$ cat src/inc/mpwm_pkg.sv
// Shared constants for the motor pulse-width modulator time base
package mpwm_pkg;
  localparam int          DW         = 12;      // Period and duty width
  localparam int          NGEN       = 4;       // Duty generators
  localparam int          NPAIR      = 3;       // Output pairs
  localparam int          NOUT       = 7;       // Output pins
  // Register byte offsets
  localparam logic [7:0]  OFS_CTRL   = 8'h00;
  localparam logic [7:0]  OFS_PERIOD = 8'h04;
  localparam logic [7:0]  OFS_DUTY0  = 8'h08;   // Duty n at 8'h08 + 4*n
  localparam logic [7:0]  OFS_DEAD   = 8'h18;
  localparam logic [7:0]  OFS_OUTCFG = 8'h1c;
  localparam logic [7:0]  OFS_STAT   = 8'h20;
  // Control register bit positions
  localparam int          C_RUN      = 0;
  localparam int          C_LOAD     = 1;
  localparam int          C_CENTER   = 2;
  localparam int          C_ITYPE    = 3;
  localparam int          C_MODE     = 4;       // Two bits
  localparam int          C_GROUP    = 6;
  localparam int          C_PIE      = 7;
  localparam int          C_BIE      = 8;
  localparam int          C_PSC      = 9;       // Three bits
  localparam int          CTRL_W     = 12;
  // Output config: polarity in low six bits, enables above
  localparam int          O_POL      = 0;
  localparam int          O_OE       = 8;
  // Status bit positions
  localparam int          S_PPEND    = 0;
  localparam int          S_BPEND    = 1;
  localparam int          S_RUN      = 2;
  localparam int          S_DOWN     = 3;
  localparam int          S_CNT      = 16;
  // Pairing modes
  localparam logic [1:0]  MODE_IND   = 2'b00;
  localparam logic [1:0]  MODE_COMP  = 2'b01;
  localparam logic [1:0]  MODE_SYNC  = 2'b10;
  localparam logic [1:0]  MODE_GRP   = 2'b11;
  localparam logic [11:0] DUTY_ZERO  = 12'h000;
  localparam logic [11:0] DUTY_FULL  = 12'hfff;
  localparam logic [11:0] PERIOD_RST = 12'hfff;
  localparam logic [7:0]  DEAD_RST   = 8'h00;
endpackage

$ cat src/rtl/mpwm_top.sv
// Motor pulse-width modulator time base with Wishbone register slave
//
// The address map and the Wishbone register port were chosen for this implementation.
`timescale 1ns/10ps
module mpwm_top (
  input  wire logic        clk_i,      // 200 MHz CPU clock
  input  wire logic        rst_i,      // Synchronous reset, high
  input  wire logic        wb_cyc_i,   // Wishbone cycle
  input  wire logic        wb_stb_i,   // Wishbone strobe
  input  wire logic        wb_we_i,    // Write enable
  input  wire logic [7:0]  wb_adr_i,   // Byte address
  input  wire logic [3:0]  wb_sel_i,   // Byte selects
  input  wire logic [31:0] wb_dat_i,   // Write data
  output logic      [31:0] wb_dat_o,   // Read data
  output logic             wb_ack_o,   // Acknowledge
  input  wire logic        icp_mode_i, // In-circuit programming pin
  input  wire logic        brake_i,    // External brake pin, high
  output logic      [6:0]  pwm_out_o,  // Channel pin levels
  output logic      [6:0]  pwm_oe_o,   // Channel pin drive enables
  output logic             period_irq_o, // Periodic interrupt request
  output logic             brake_irq_o   // Brake interrupt request
);
  // Register file
  logic [mpwm_pkg::CTRL_W-1:0] ctrl_reg;        // Control bits
  logic [11:0]                 period_hold_reg; // First period buffer
  logic [11:0]                 period_act_reg;  // Active reload value
  logic [11:0]                 duty_hold_reg [mpwm_pkg::NGEN]; // First duty buffers
  logic [11:0]                 duty_act_reg  [mpwm_pkg::NGEN]; // Active compares
  logic [7:0]                  dead_reg;        // Dead-time count
  logic [15:0]                 outcfg_reg;      // Polarity and enables
  logic                        ppend_reg;       // Periodic pending
  logic                        bpend_reg;       // Brake pending
  // Time base
  logic [11:0] cnt_reg;       // Modulator counter
  logic        down_reg;      // Counting down
  logic        run_d_reg;     // Run bit one cycle ago
  logic        center_reg;    // Alignment in use
  logic [7:0]  pre_reg;       // Prescaler counter
  logic [1:0]  icp_sync_reg;  // Programming pin synchroniser
  logic [1:0]  brk_sync_reg;  // Brake pin synchroniser
  logic        brk_d_reg;     // Synchronised brake delayed
  localparam int NG = mpwm_pkg::NGEN;
  logic [NG-1:0] gen_reg;     // Generator outputs

  // Decoded controls
  logic        run;           // Run bit
  logic        active;        // Running and not in programming mode
  logic        tick;          // Prescaled counter clock
  logic [7:0]  pre_mask;      // Prescaler terminal mask
  logic        match;         // Period match on this tick
  logic        under;         // Centre underflow on this tick
  logic        load_evt;      // Double-buffer transfer now
  logic        irq_evt;       // Periodic request now
  logic [1:0]  mode;          // Pairing mode
  logic        group_follow_bit;           // Group follow
  logic        wr;            // Bus write this cycle
  logic        rd_hit;        // Bus access taken
  logic        clr_p;         // Software clears periodic flag
  logic        clr_b;         // Software clears brake flag

  assign run      = ctrl_reg[mpwm_pkg::C_RUN];
  assign active   = run && !icp_sync_reg[1];
  assign pre_mask = ~(8'hff << ctrl_reg[mpwm_pkg::C_PSC +: 3]);
  assign tick     = active && ((pre_reg & pre_mask) == pre_mask);
  assign match    = tick && !down_reg && (cnt_reg == period_act_reg);
  assign under    = tick && center_reg && down_reg && (cnt_reg == 12'h000);
  // Edge mode loads at period match, centre mode at underflow
  assign load_evt = ctrl_reg[mpwm_pkg::C_LOAD] && (center_reg ? under : match);
  assign irq_evt  = center_reg ? (ctrl_reg[mpwm_pkg::C_ITYPE] ? match : under) : match;
  assign mode     = ctrl_reg[mpwm_pkg::C_MODE +: 2];
  assign group_follow_bit      = ctrl_reg[mpwm_pkg::C_GROUP] || (mode == mpwm_pkg::MODE_GRP);
  assign wr       = wb_cyc_i && wb_stb_i && wb_we_i && !wb_ack_o;
  assign rd_hit   = wb_cyc_i && wb_stb_i && !wb_ack_o;
  assign clr_p    = wr && wb_sel_i[0] && (wb_adr_i == mpwm_pkg::OFS_STAT) && wb_dat_i[mpwm_pkg::S_PPEND];
  assign clr_b    = wr && wb_sel_i[0] && (wb_adr_i == mpwm_pkg::OFS_STAT) && wb_dat_i[mpwm_pkg::S_BPEND];

  // Merge a 12-bit value from low byte and high byte nibble
  function automatic logic [11:0] merge12(input logic [11:0] old, input logic [3:0] sel, input logic [31:0] d);
    logic [11:0] v;
    v = old;
    if (sel[0]) begin
      v[7:0] = d[7:0];
    end
    if (sel[1]) begin
      v[11:8] = d[11:8];
    end
    return v;
  endfunction

  // Input synchronisers for the two pins
  always_ff @(posedge clk_i) begin
    if (rst_i) begin
      icp_sync_reg <= 2'b00;
      brk_sync_reg <= 2'b00;
      brk_d_reg    <= 1'b0;
    end else begin
      icp_sync_reg <= {icp_sync_reg[0], icp_mode_i};
      brk_sync_reg <= {brk_sync_reg[0], brake_i};
      brk_d_reg    <= brk_sync_reg[1];
    end
  end

  // Control register; hardware clears load after a transfer
  always_ff @(posedge clk_i) begin
    if (rst_i) begin
      ctrl_reg <= '0;
    end else begin
      if (load_evt) begin
        ctrl_reg[mpwm_pkg::C_LOAD] <= 1'b0;
      end
      if (wr && (wb_adr_i == mpwm_pkg::OFS_CTRL)) begin
        // Software write wins over the hardware clear of load
        if (wb_sel_i[0]) begin
          ctrl_reg[7:0] <= wb_dat_i[7:0];
        end
        if (wb_sel_i[1]) begin
          ctrl_reg[11:8] <= wb_dat_i[11:8];
        end
      end
    end
  end

  // First buffers: software writes only these
  always_ff @(posedge clk_i) begin
    if (rst_i) begin
      period_hold_reg <= mpwm_pkg::PERIOD_RST;
      dead_reg        <= mpwm_pkg::DEAD_RST;
      outcfg_reg      <= '0;
    end else if (wr) begin
      if (wb_adr_i == mpwm_pkg::OFS_PERIOD) begin
        period_hold_reg <= merge12(period_hold_reg, wb_sel_i, wb_dat_i);
      end
      if ((wb_adr_i == mpwm_pkg::OFS_DEAD) && wb_sel_i[0]) begin
        dead_reg <= wb_dat_i[7:0];
      end
      if (wb_adr_i == mpwm_pkg::OFS_OUTCFG) begin
        if (wb_sel_i[0]) begin
          outcfg_reg[7:0] <= wb_dat_i[7:0];
        end
        if (wb_sel_i[1]) begin
          outcfg_reg[15:8] <= wb_dat_i[15:8];
        end
      end
    end
  end

  // Active period: run rise or load event copies the holding value
  always_ff @(posedge clk_i) begin
    if (rst_i) begin
      period_act_reg <= mpwm_pkg::PERIOD_RST;
      run_d_reg      <= 1'b0;
    end else begin
      run_d_reg <= run;
      if ((run && !run_d_reg) || load_evt) begin
        period_act_reg <= period_hold_reg;
      end
    end
  end

  // Alignment latched only while idle
  always_ff @(posedge clk_i) begin
    if (rst_i) begin
      center_reg <= 1'b0;
    end else if (!run) begin
      center_reg <= ctrl_reg[mpwm_pkg::C_CENTER];
    end
  end

  // Prescaler counter
  always_ff @(posedge clk_i) begin
    if (rst_i || !active) begin
      pre_reg <= 8'h00;
    end else begin
      pre_reg <= pre_reg + 8'h01;
    end
  end

  // Up or up/down counter
  always_ff @(posedge clk_i) begin
    if (rst_i || !run) begin
      cnt_reg  <= 12'h000;
      down_reg <= 1'b0;
    end else if (tick) begin
      if (!center_reg) begin
        // Edge mode restarts from zero after the period match
        cnt_reg <= match ? 12'h000 : cnt_reg + 12'h001;
      end else if (!down_reg) begin
        // Centre mode turns round at the period match
        if (match) begin
          down_reg <= (period_act_reg != 12'h000);
          cnt_reg  <= (period_act_reg != 12'h000) ? cnt_reg - 12'h001 : 12'h000;
        end else begin
          cnt_reg <= cnt_reg + 12'h001;
        end
      end else if (under) begin
        down_reg <= 1'b0;
        cnt_reg  <= 12'h001;
      end else begin
        cnt_reg <= cnt_reg - 12'h001;
      end
    end
  end

  // Duty buffers and generators, one per duty channel
  genvar g;
  generate
    for (g = 0; g < NG; g++) begin : gen_duty
      logic [7:0]  dofs;
      logic [11:0] duty_use;
      assign dofs     = mpwm_pkg::OFS_DUTY0 + 8'(4 * g);
      // Grouped channels one and two take the channel zero compare
      assign duty_use = (group_follow_bit && (g == 1 || g == 2)) ? duty_act_reg[0] : duty_act_reg[g];
      always_ff @(posedge clk_i) begin
        if (rst_i) begin
          duty_hold_reg[g] <= mpwm_pkg::DUTY_ZERO;
        end else if (wr && (wb_adr_i == dofs)) begin
          duty_hold_reg[g] <= merge12(duty_hold_reg[g], wb_sel_i, wb_dat_i);
        end
      end
      always_ff @(posedge clk_i) begin
        if (rst_i) begin
          duty_act_reg[g] <= mpwm_pkg::DUTY_ZERO;
        end else if (load_evt || (run && !run_d_reg)) begin
          duty_act_reg[g] <= duty_hold_reg[g];
        end
      end
      // High below the compare: low at duty match, high again once the count is back below it
      always_ff @(posedge clk_i) begin
        if (rst_i) begin
          gen_reg[g] <= 1'b0;
        end else if (active) begin
          gen_reg[g] <= (duty_use == mpwm_pkg::DUTY_FULL) || (cnt_reg < duty_use);
        end
      end
    end
  endgenerate

  // Pair logic with dead-time insertion
  logic [5:0] raw; // Six paired channels before polarity
  generate
    for (g = 0; g < mpwm_pkg::NPAIR; g++) begin : gen_pair
      logic       src;
      logic       src_d_reg;
      logic [7:0] dt_reg;
      logic       dt_busy_reg;
      logic       comp;
      assign src  = gen_reg[g];
      assign comp = (mode == mpwm_pkg::MODE_COMP) || (mode == mpwm_pkg::MODE_GRP);
      // In complementary and group modes a change of the generator blanks both pins for count plus one cycles
      always_ff @(posedge clk_i) begin
        if (rst_i) begin
          src_d_reg   <= 1'b0;
          dt_reg      <= 8'h00;
          dt_busy_reg <= 1'b0;
        end else begin
          src_d_reg <= src;
          if (src != src_d_reg) begin
            dt_reg      <= dead_reg;
            dt_busy_reg <= 1'b1;
          end else if (dt_reg != 8'h00) begin
            dt_reg <= dt_reg - 8'h01;
          end else begin
            dt_busy_reg <= 1'b0;
          end
        end
      end
      always_comb begin
        if (comp) begin
          raw[2*g]   = src_d_reg && !dt_busy_reg;
          raw[2*g+1] = !src_d_reg && !dt_busy_reg;
        end else if (mode == mpwm_pkg::MODE_SYNC) begin
          raw[2*g]   = src_d_reg;
          raw[2*g+1] = src_d_reg;
        end else begin
          raw[2*g]   = src_d_reg;
          raw[2*g+1] = 1'b0;
        end
      end
    end
  endgenerate

  // Pins: polarity applied to pins zero to five; programming mode releases every pin
  always_ff @(posedge clk_i) begin
    if (rst_i) begin
      pwm_out_o <= '0;
      pwm_oe_o  <= '0;
    end else begin
      pwm_out_o[5:0] <= raw ^ outcfg_reg[mpwm_pkg::O_POL +: 6];
      pwm_out_o[6]   <= gen_reg[3];
      pwm_oe_o       <= icp_sync_reg[1] ? 7'h00 : outcfg_reg[mpwm_pkg::O_OE +: 7];
    end
  end

  // Pending flags; a new event beats a software clear
  always_ff @(posedge clk_i) begin
    if (rst_i) begin
      ppend_reg <= 1'b0;
      bpend_reg <= 1'b0;
    end else begin
      if (irq_evt) begin
        ppend_reg <= 1'b1;
      end else if (clr_p) begin
        ppend_reg <= 1'b0;
      end
      if (brk_sync_reg[1] && !brk_d_reg) begin
        bpend_reg <= 1'b1;
      end else if (clr_b) begin
        bpend_reg <= 1'b0;
      end
    end
  end

  // Interrupt request outputs gated by their enables
  always_ff @(posedge clk_i) begin
    if (rst_i) begin
      period_irq_o <= 1'b0;
      brake_irq_o  <= 1'b0;
    end else begin
      period_irq_o <= ppend_reg && ctrl_reg[mpwm_pkg::C_PIE];
      brake_irq_o  <= bpend_reg && ctrl_reg[mpwm_pkg::C_BIE];
    end
  end

  // Bus answer: one wait state, zero for unmapped reads
  logic [31:0] rdata;
  always_comb begin
    rdata = 32'h0000_0000;
    case (wb_adr_i)
      mpwm_pkg::OFS_CTRL:   rdata[11:0] = ctrl_reg;
      mpwm_pkg::OFS_PERIOD: rdata[11:0] = period_hold_reg;
      mpwm_pkg::OFS_DEAD:   rdata[7:0]  = dead_reg;
      mpwm_pkg::OFS_OUTCFG: rdata[15:0] = outcfg_reg;
      mpwm_pkg::OFS_STAT: begin
        rdata[mpwm_pkg::S_PPEND]    = ppend_reg;
        rdata[mpwm_pkg::S_BPEND]    = bpend_reg;
        rdata[mpwm_pkg::S_RUN]      = active;
        rdata[mpwm_pkg::S_DOWN]     = down_reg;
        rdata[mpwm_pkg::S_CNT +: 12] = cnt_reg;
      end
      default: begin
        for (int i = 0; i < NG; i++) begin
          if (wb_adr_i == mpwm_pkg::OFS_DUTY0 + 8'(4 * i)) begin
            rdata[11:0] = duty_hold_reg[i];
          end
        end
      end
    endcase
  end

  // Acknowledge and read data register
  always_ff @(posedge clk_i) begin
    if (rst_i) begin
      wb_ack_o <= 1'b0;
      wb_dat_o <= 32'h0000_0000;
    end else begin
      wb_ack_o <= rd_hit;
      wb_dat_o <= rd_hit ? rdata : 32'h0000_0000;
    end
  end
endmodule

$ cat config.mk
export PLATFORM = sky130hd
export DESIGN_NAME = mpwm_top
export DESIGN_NICKNAME = d
export VERILOG_FILES = /design/src/inc/mpwm_pkg.sv /design/src/rtl/mpwm_top.sv
export SDC_FILE = /design/constraint.sdc
export NUM_CORES = 1
export LEC_CHECK = 0
export ABC_AREA = 1
export BUFFER_PORTS_ARGS = -buffer_cell sky130_fd_sc_hd__buf_2
export CAP_MARGIN = 40
export CORE_UTILIZATION = 60
export CTS_CLUSTER_SIZE = 28
export DETAILED_ROUTE_END_ITERATION = 16
export GPL_TIMING_DRIVEN = 0
export PLACE_DENSITY = 0.86
export SETUP_SLACK_MARGIN = 0.05
export SYNTH_ARGS = -nofsm -noshare
export SYNTH_HDL_FRONTEND = slang
export SYNTH_SLANG_ARGS = --single-unit
export TNS_END_PERCENT = 50
$ cat constraint.sdc
create_clock -name clk_i -period 8.4 [get_ports clk_i]
set_input_delay 1.68 -clock clk_i [delete_from_list [all_inputs] [get_ports clk_i]]
set_output_delay 1.68 -clock clk_i [all_outputs]
set_load 0.03 [all_outputs]
==> results of run 1 <==
## how the worst min path moves through the flow
stage	cells past startpoint	from	slack [ps]	to
3_3_place_gp	2	icp_sync_reg[0]$_SDFF_PP0_	390	icp_sync_reg[1]$_SDFF_PP0_
4_1_cts	2	brk_sync_reg[0]$_SDFF_PP0_	420	brk_sync_reg[1]$_SDFF_PP0_
6_report	2	brk_sync_reg[0]$_SDFF_PP0_	410	brk_sync_reg[1]$_SDFF_PP0_
3_5_place_dp	2	brk_sync_reg[0]$_SDFF_PP0_	400	brk_sync_reg[1]$_SDFF_PP0_
5_1_grt	1	brk_d_reg$_SDFF_PP0_	440	bpend_reg$_SDFFE_PP0P_
2_1_floorplan	2	brk_sync_reg[0]$_SDFF_PP0_	390	brk_sync_reg[1]$_SDFF_PP0_
## per-layer routing
| metal | up-vias | share of wire |
|---|---|---|
| li1 | 5390 | - |
| met1 | 5344 | 0.39 |
| met2 | 799 | 0.44 |
| met3 | 157 | 0.11 |
| met4 | 0 | 0.056 |
| met5 | - | 0 |
## cell usage after synthesis (6+ instances only)
cell type,instances
nor2_4,20
edfxtp_1,96
clkbuf_1,32
xnor2_1,10
nand2_1,261
inv_1,190
a31oi_1,13
buf_2,11
nand4_1,15
nor2_1,202
o211ai_1,17
nor3_1,17
a22oi_1,7
dfxtp_1,168
ha_1,54
nand3_1,81
a21oi_1,127
o22ai_1,14
o21ai_0,114
xor2_1,28
inv_2,10
buf_4,6
## cells by family after synthesis
group,count (synthesis),synth area share
adder cells (fa/ha/maj),54,0.0527
AND/OR/NAND/NOR,626,0.217
XOR/XNOR,38,0.0259
flip-flops,264,0.487
buffers and inverters,262,0.0824
AO/OA/AOI/OAI,314,0.135
other,1,0.000292
## power by group through the flow
| stage | Clock, mW | Combinational (mW) | Sequential, mW |
|---|---|---|---|
| global route | 1.27 | 0.517 | 1.44 |
| detailed placement | 0 | 0.441 | 1.47 |
| floorplan | 0 | 0.348 | 1.45 |
| finish | 1.22 | 0.456 | 1.44 |
| CTS | 1.22 | 0.450 | 1.44 |
| global placement | 0 | 0.417 | 1.46 |
## per-stage QoR
| stage | instances | util | hold slack [ps] | area [µm²] | setup slack (ps) |
|---|---|---|---|---|---|
| floorplan | 1562 | - | 388 | 12800 | 4350 |
| global placement | 1914 | 0.645 | 392 | 13600 | 3470 |
| detailed placement | 1919 | 0.648 | 395 | 13600 | 4250 |
| CTS | 1971 | 0.691 | 415 | 14500 | 4810 |
| global route | 1971 | 0.691 | 439 | 14500 | 4590 |
| finish | 1971 | 0.691 | 410 | 14500 | 4740 |
## layout make-up
class / instances / area (µm²)
plain buffers: 56 / 282
clock buffers: 34 / 723
clock inverters: 18 / 184
fillers: 1606 / 6500
inverters: 206 / 776
multi-input cells: 1036 / 5540
flip-flops and latches: 264 / 6250
well taps: 275 / 344
repair buffers: 82 / 425
## critical path: stages
cell and delay (ps):
buf_2 100, nor2_1 190, nand3_1 180, nor2_1 460
clkbuf_1 420, inv_1 110, o21ai_0 540, buf_2 270
==> impl_metrics.py, run 1 <==
metrics = {
    "critical_path": {
        "r2r_setup_slack_ps": 5300,
        "setup.worst_path.start_class": "input pin",
        "crit_path_start": "wb_adr_i[1]",
        "crit_path_end": "duty_hold_reg[2][3]$_SDFFCE_PN0P_",
        "critical_path.max_fanout": 10,
        "worst-setup-path-type": "in -> reg",
        "worst_r2r_path_depth": 11,
        "worstReg2RegEnd": "duty_act_reg[1][4]$_SDFFCE_PN0P_",
        "critical_path_arrival_ps": 3950,
        "critPathRequiredTime_ps": 8690,
        "endpoint_kind": "flip-flop",
        "timing.rr.start": "cnt_reg[0]$_SDFFE_PP0N_",
    },
    "synth": {
        "yosysTopAreaCell": "dfxtp_1",
        "average_instance_area_after_synthesis_um2": 8.23,
        "synth.top_cell.area_share": 0.262,
        "post_synth_num_cell_types": 50,
        "ys.warnings.count": 0,
        "synth-edff-count": 96,
        "syn-cell-area_um2": 12800,
        "ys_seq_elements": 264,
        "synth.top_cells.by_area": "dfxtp_1 (26%), edfxtp_1 (22%), nand2_1 (7.6%)",
        "netlist_instances": 1559,
        "synth_flop_cell": "dfxtp_1",
        "async_set_or_reset_register_ratio_after_synthesis": 0,
        "synth-seq-area-share": 0.487,
    },
    "routing": {
        "route.detailed.drc": 0,
        "drt_iter0_markers": 1344,
        "totalWireLength_um": 36800,
        "drt-wirelength-per-cell_um": 18.7,
        "vias_per_cell": 5.93,
        "drt.antenna.violating_nets": 0,
        "dr_total_vias": 11690,
        "drt_first_pass_iters": 6,
    },
    "clock_tree": {
        "path_clk_slew_ps": 60,
        "cts_max_level": 1,
        "post_cts_resize_count": 0,
        "hold_buf_cts": 0,
        "cts_tree": "yes",
        "cts-root-to-sink-buffers": 3,
        "cts-buffers-inserted": 28,
        "cts_root_buffer": "clkbuf_16",
        "cts_setup_buffers": 0,
        "clock_sinks": 264,
        "clk_latency_ps": 580,
    },
    "global_route": {
        "track_usage": 0.337,
        "gr-total-overflow": 0,
        "grt_pass1_vias": 10952,
        "grt_first_pass_wirelength_um": 57400,
        "met1_usage": 0.443,
        "grt.busiest_layer": "met2",
        "grt_use_met2": 0.525,
        "largest_net_degree_at_the_start_of_global_routing": 37,
        "antenna_found_initial": 0,
        "met3_usage": 0.0712,
    },
    "floorplan": {
        "io-pin-count": 100,
        "design.die.area_um2": 22000,
        "core_area_um2": 21000,
        "initial_utilization": 0.610,
        "die_h_um": 148,
        "die_w_um": 148,
        "num_rows": 53,
    },
    "layout": {
        "mostFrequentLayoutCell": "nand2_1",
        "layout.nets": 1779,
        "drive_gt1_frac": 0.114,
        "diodes": 0,
        "most-common-layout-cells": "nand2_1 (261), nor2_1 (202), inv_1 (190)",
        "flow.area_growth_from_synthesis_pct": 13.2,
    },
    "power_and_ir_drop": {
        "p_switching_uw": 865,
        "pwr-share-clk": 0.391,
        "power.leakage_nw": 6.33,
        "power_density_nw_per_um2": 214,
        "cellInternalPower_mw": 2.25,
        "vdd.ir_drop.worst_v": 0.000221,
        "seq_power_share": 0.462,
        "power.combinational.fraction": 0.146,
        "swShare": 0.278,
        "final_total_power_mw": 3.11,
    },
    "sta": {
        "timing_worst_slew_pin_value_ps": 735,
        "unrepaired_setup_endpoints_after_global_routing": "false",
        "layout_worst_path_cycle_share": 0.436,
        "fin_tns_setup_ps": 0,
        "setup_viol_count_final": 0,
        "hold_violations": 0,
        "relSlewSlack": 0.508,
        "final-max-slew-violation-count": 0,
        "clock_skew_ps": 52.4,
        "fmaxAchievable_mhz": 273,
        "post-route-min-period_ps": 3660,
    },
    "place": {
        "detailedPlacementHpwl_um": 26900,
        "port_buffers": 77,
        "gp_congestion": 1.03,
    },
    "flow_run": {
        "max-cap-violations": 0,
    },
    "min_path": {
        "holdCritPathClass": "reg -> reg",
    },
    "outcome": {
        "outcome": "finished clean",
    },
}
Note: power is estimated with default switching activity, not from simulation.
==> run 2, diff against run 1 <==
--- a/config.mk
+++ b/config.mk
@@ -5,7 +5,7 @@
 export SDC_FILE = /design/constraint.sdc
 export NUM_CORES = 1
 export LEC_CHECK = 0
-export ABC_AREA = 1
+export ABC_AREA = 0
 export BUFFER_PORTS_ARGS = -buffer_cell sky130_fd_sc_hd__buf_2
 export CAP_MARGIN = 40
 export CORE_UTILIZATION = 60
==> constraint.sdc (replaced) <==
create_clock -name clk_i -period 3.7 [get_ports clk_i]
set_input_delay 0.74 -clock clk_i [delete_from_list [all_inputs] [get_ports clk_i]]
set_output_delay 0.74 -clock clk_i [all_outputs]
set_load 0.03 [all_outputs]
==> run 2 against run 1 <==
Compared with the run above:
- synthesized cell count down 16%
- sequential power up 130%
- critical path depth up 5
- register-to-register slack worse by 5100 ps
- die area up 0.30%
- critical endpoint is now gen_pair[1].src$_SDFFE_PP0P_
- power up 130%
==> impl_metrics.py, run 2 <==
metrics = {
    "layout": {
        "flow.area_growth_from_synthesis_pct": 12.6,
        "post_route_core_utilization": 0.689,
        "mostFrequentLayoutCell": "dfxtp_1",
        "post_layout_nonfiller_instances": 1720,
        "drive_gt1_frac": 0.108,
        "fillers": 1586,
        "layout.nets": 1527,
        "most-common-layout-cells": "dfxtp_1 (168), nor2_1 (151), and2_1 (110)",
    },
    "critical_path": {
        "critical_path.max_fanout": 10,
        "endpoint_kind": "flip-flop",
        "critPathRequiredTime_ps": 4150,
        "setup.worst_path.start_class": "flip-flop",
        "worst-setup-path-type": "reg -> reg",
        "critical_path_arrival_ps": 3930,
        "critical-path-slowest-cell": "buf_1",
        "worst_r2r_path_depth": 13,
        "cpPeakStageDelay_ps": 390,
        "crit_path_cell_trace": "clkbuf_1, a21oi_2, clkbuf_2, buf_1, a21oi_1, ha_1, a21o_1, a21o_1, a211oi_1, nor2_1, nor3_1, o21ai_0, a211oi_1",
    },
    "global_route": {
        "largest_net_degree_at_the_start_of_global_routing": 35,
        "grt_pass1_vias": 9909,
        "track_usage": 0.327,
        "grt_first_pass_wirelength_um": 55000,
        "gr-total-overflow": 0,
        "antenna_found_initial": 2,
    },
    "sta": {
        "fin_tns_setup_ps": 0,
        "unrepaired_setup_endpoints_after_global_routing": "false",
        "final-max-slew-violation-count": 0,
        "post-route-min-period_ps": 3480,
        "relSlewSlack": 0.398,
        "hold-worst-slack_ps": 410,
        "setup_viol_count_final": 0,
        "hold_violations": 0,
        "layout_worst_path_cycle_share": 0.941,
        "clock_skew_ps": 22.5,
        "timing_worst_slew_pin_value_ps": 896,
        "fmaxAchievable_mhz": 287,
    },
    "floorplan": {
        "num_rows": 53,
        "design.die.area_um2": 22000,
        "initial_utilization": 0.612,
        "core_area_um2": 21000,
        "die_h_um": 148,
        "io-pin-count": 100,
        "die_w_um": 148,
    },
    "clock_tree": {
        "path_clk_slew_ps": 60,
        "cts_tree": "yes",
        "clock_sinks": 264,
        "cts_root_buffer": "clkbuf_16",
        "hold_buf_cts": 0,
        "cts-buffers-inserted": 27,
        "clk_latency_ps": 550,
        "cts_setup_buffers": 0,
        "cts-root-to-sink-buffers": 3,
        "cts_max_level": 1,
    },
    "synth": {
        "ys_top_cells_by_count": "dfxtp_1 (168), nor2_1 (151), and2_1 (110)",
        "synth.top_cell.area_share": 0.261,
        "yosysTopAreaCell": "dfxtp_1",
        "synthMostInstantiatedCell": "dfxtp_1",
        "async_set_or_reset_register_ratio_after_synthesis": 0,
        "netlist_instances": 1314,
        "post_synth_num_cell_types": 62,
        "synth_flop_cell": "dfxtp_1",
        "syn-cell-area_um2": 12900,
        "average_instance_area_after_synthesis_um2": 9.79,
        "ys.warnings.count": 0,
        "synth-seq-area-share": 0.485,
        "synth-edff-count": 96,
        "ys_seq_elements": 264,
        "synth.top_cells.by_area": "dfxtp_1 (26%), edfxtp_1 (22%), and2_1 (5.3%)",
    },
    "power_and_ir_drop": {
        "vdd.ir_drop.worst_v": 0.000531,
        "power_density_nw_per_um2": 484,
        "final_total_power_mw": 7.01,
        "power.leakage_nw": 5.83,
    },
    "place": {
        "detailedPlacementHpwl_um": 27000,
        "gp_congestion": 0.995,
        "port_buffers": 73,
        "numPlacedInstances": 1668,
    },
    "flow_run": {
        "max-cap-violations": 0,
    },
    "routing": {
        "drt_first_pass_iters": 5,
        "drt_iter0_markers": 1119,
        "route.detailed.drc": 0,
        "drt-wirelength-per-cell_um": 20.9,
        "totalWireLength_um": 36000,
        "vias_per_cell": 6.10,
        "drt.antenna.violating_nets": 0,
        "dr_total_vias": 10488,
    },
    "min_path": {
        "timing.hold.worst_path_depth": 2,
        "holdCritPathClass": "in -> reg",
    },
    "outcome": {
        "outcome": "finished clean",
    },
}
-- run 2: through the flow --
step | worst slack, ps | cell area [µm²]
2_1_floorplan | 486 | 12900
3_3_place_gp | -157 | 13600
3_5_place_dp | 60.9 | 13600
4_1_cts | 148 | 14500
5_1_grt | 43.7 | 14500
6_report | 220 | 14500
-- run 2: cells by family after synthesis --
logic type,count (synthesis),share of synthesized area
AOI/OAI and AO/OA,248,0.125
xor gates and xnor gates,50,0.0340
adders and majority gates,54,0.0525
buffers and inverters,105,0.0359
DFF,264,0.485
muxes,60,0.0467
other,1,0.000291
and+or+nand+nor,532,0.220
-- run 2: cell type report --
class                           instances  area, µm²  area share
Tap cell                              275        344      0.0238
Buffer                                 58        288      0.0199
Antenna cell                            2       5.00    0.000346
Sequential cell                       264       6250       0.431
Clock inverter                         15        134     0.00924
Clock buffer                           35        716      0.0494
Timing Repair Buffer                   76        398      0.0275
Multi-Input combinational cell        948       6180       0.426
Inverter                               47        176      0.0122
-- run 2: final timing paths --
check	slack, ps	start	endpoint
worst max-delay path	220	ctrl_reg[4]$_SDFFE_PP0P_	gen_pair[1].src$_SDFFE_PP0P_
worst min-delay path	410	brake_i	brk_sync_reg[0]$_SDFF_PP0_
worst max register to register	220	ctrl_reg[4]$_SDFFE_PP0P_	gen_pair[1].src$_SDFFE_PP0P_
worst min register to register	440	brk_sync_reg[0]$_SDFF_PP0_	brk_sync_reg[1]$_SDFF_PP0_
-- run 2: report_power, final --
part           switching (mW)  leakage [nW]  internal [mW]
Clock                    1.14         0.409           1.51
Sequential              0.140          2.34           3.17
Combinational           0.595          3.08          0.470
-- run 2: what timing repair did --
item / 4_1_cts / 5_1_grt
cloned: 0 / 0
resized for setup: 1 / 2
endpoints found under the setup margin: 1 / 2
-- run 2: critical path: cells and delay by family, from the launching register on --
kind,cells,cell delay (ps)
AO/OA/AOI/OAI,7,1530
adder cells (fa/ha/maj),1,310
AND/OR/NAND/NOR,2,290
flip-flops,1,290
buffers and inverters,3,960
-- run 2: layer usage --
metal | up-vias | wire length, µm | track usage
li1 | 4885 | - | -
met1 | 4990 | 14400 | 0.438
met2 | 511 | 17000 | 0.539
met3 | 102 | 3280 | 0.0472
met4 | 0 | 1350 | 0.122
met5 | - | 0 | 0
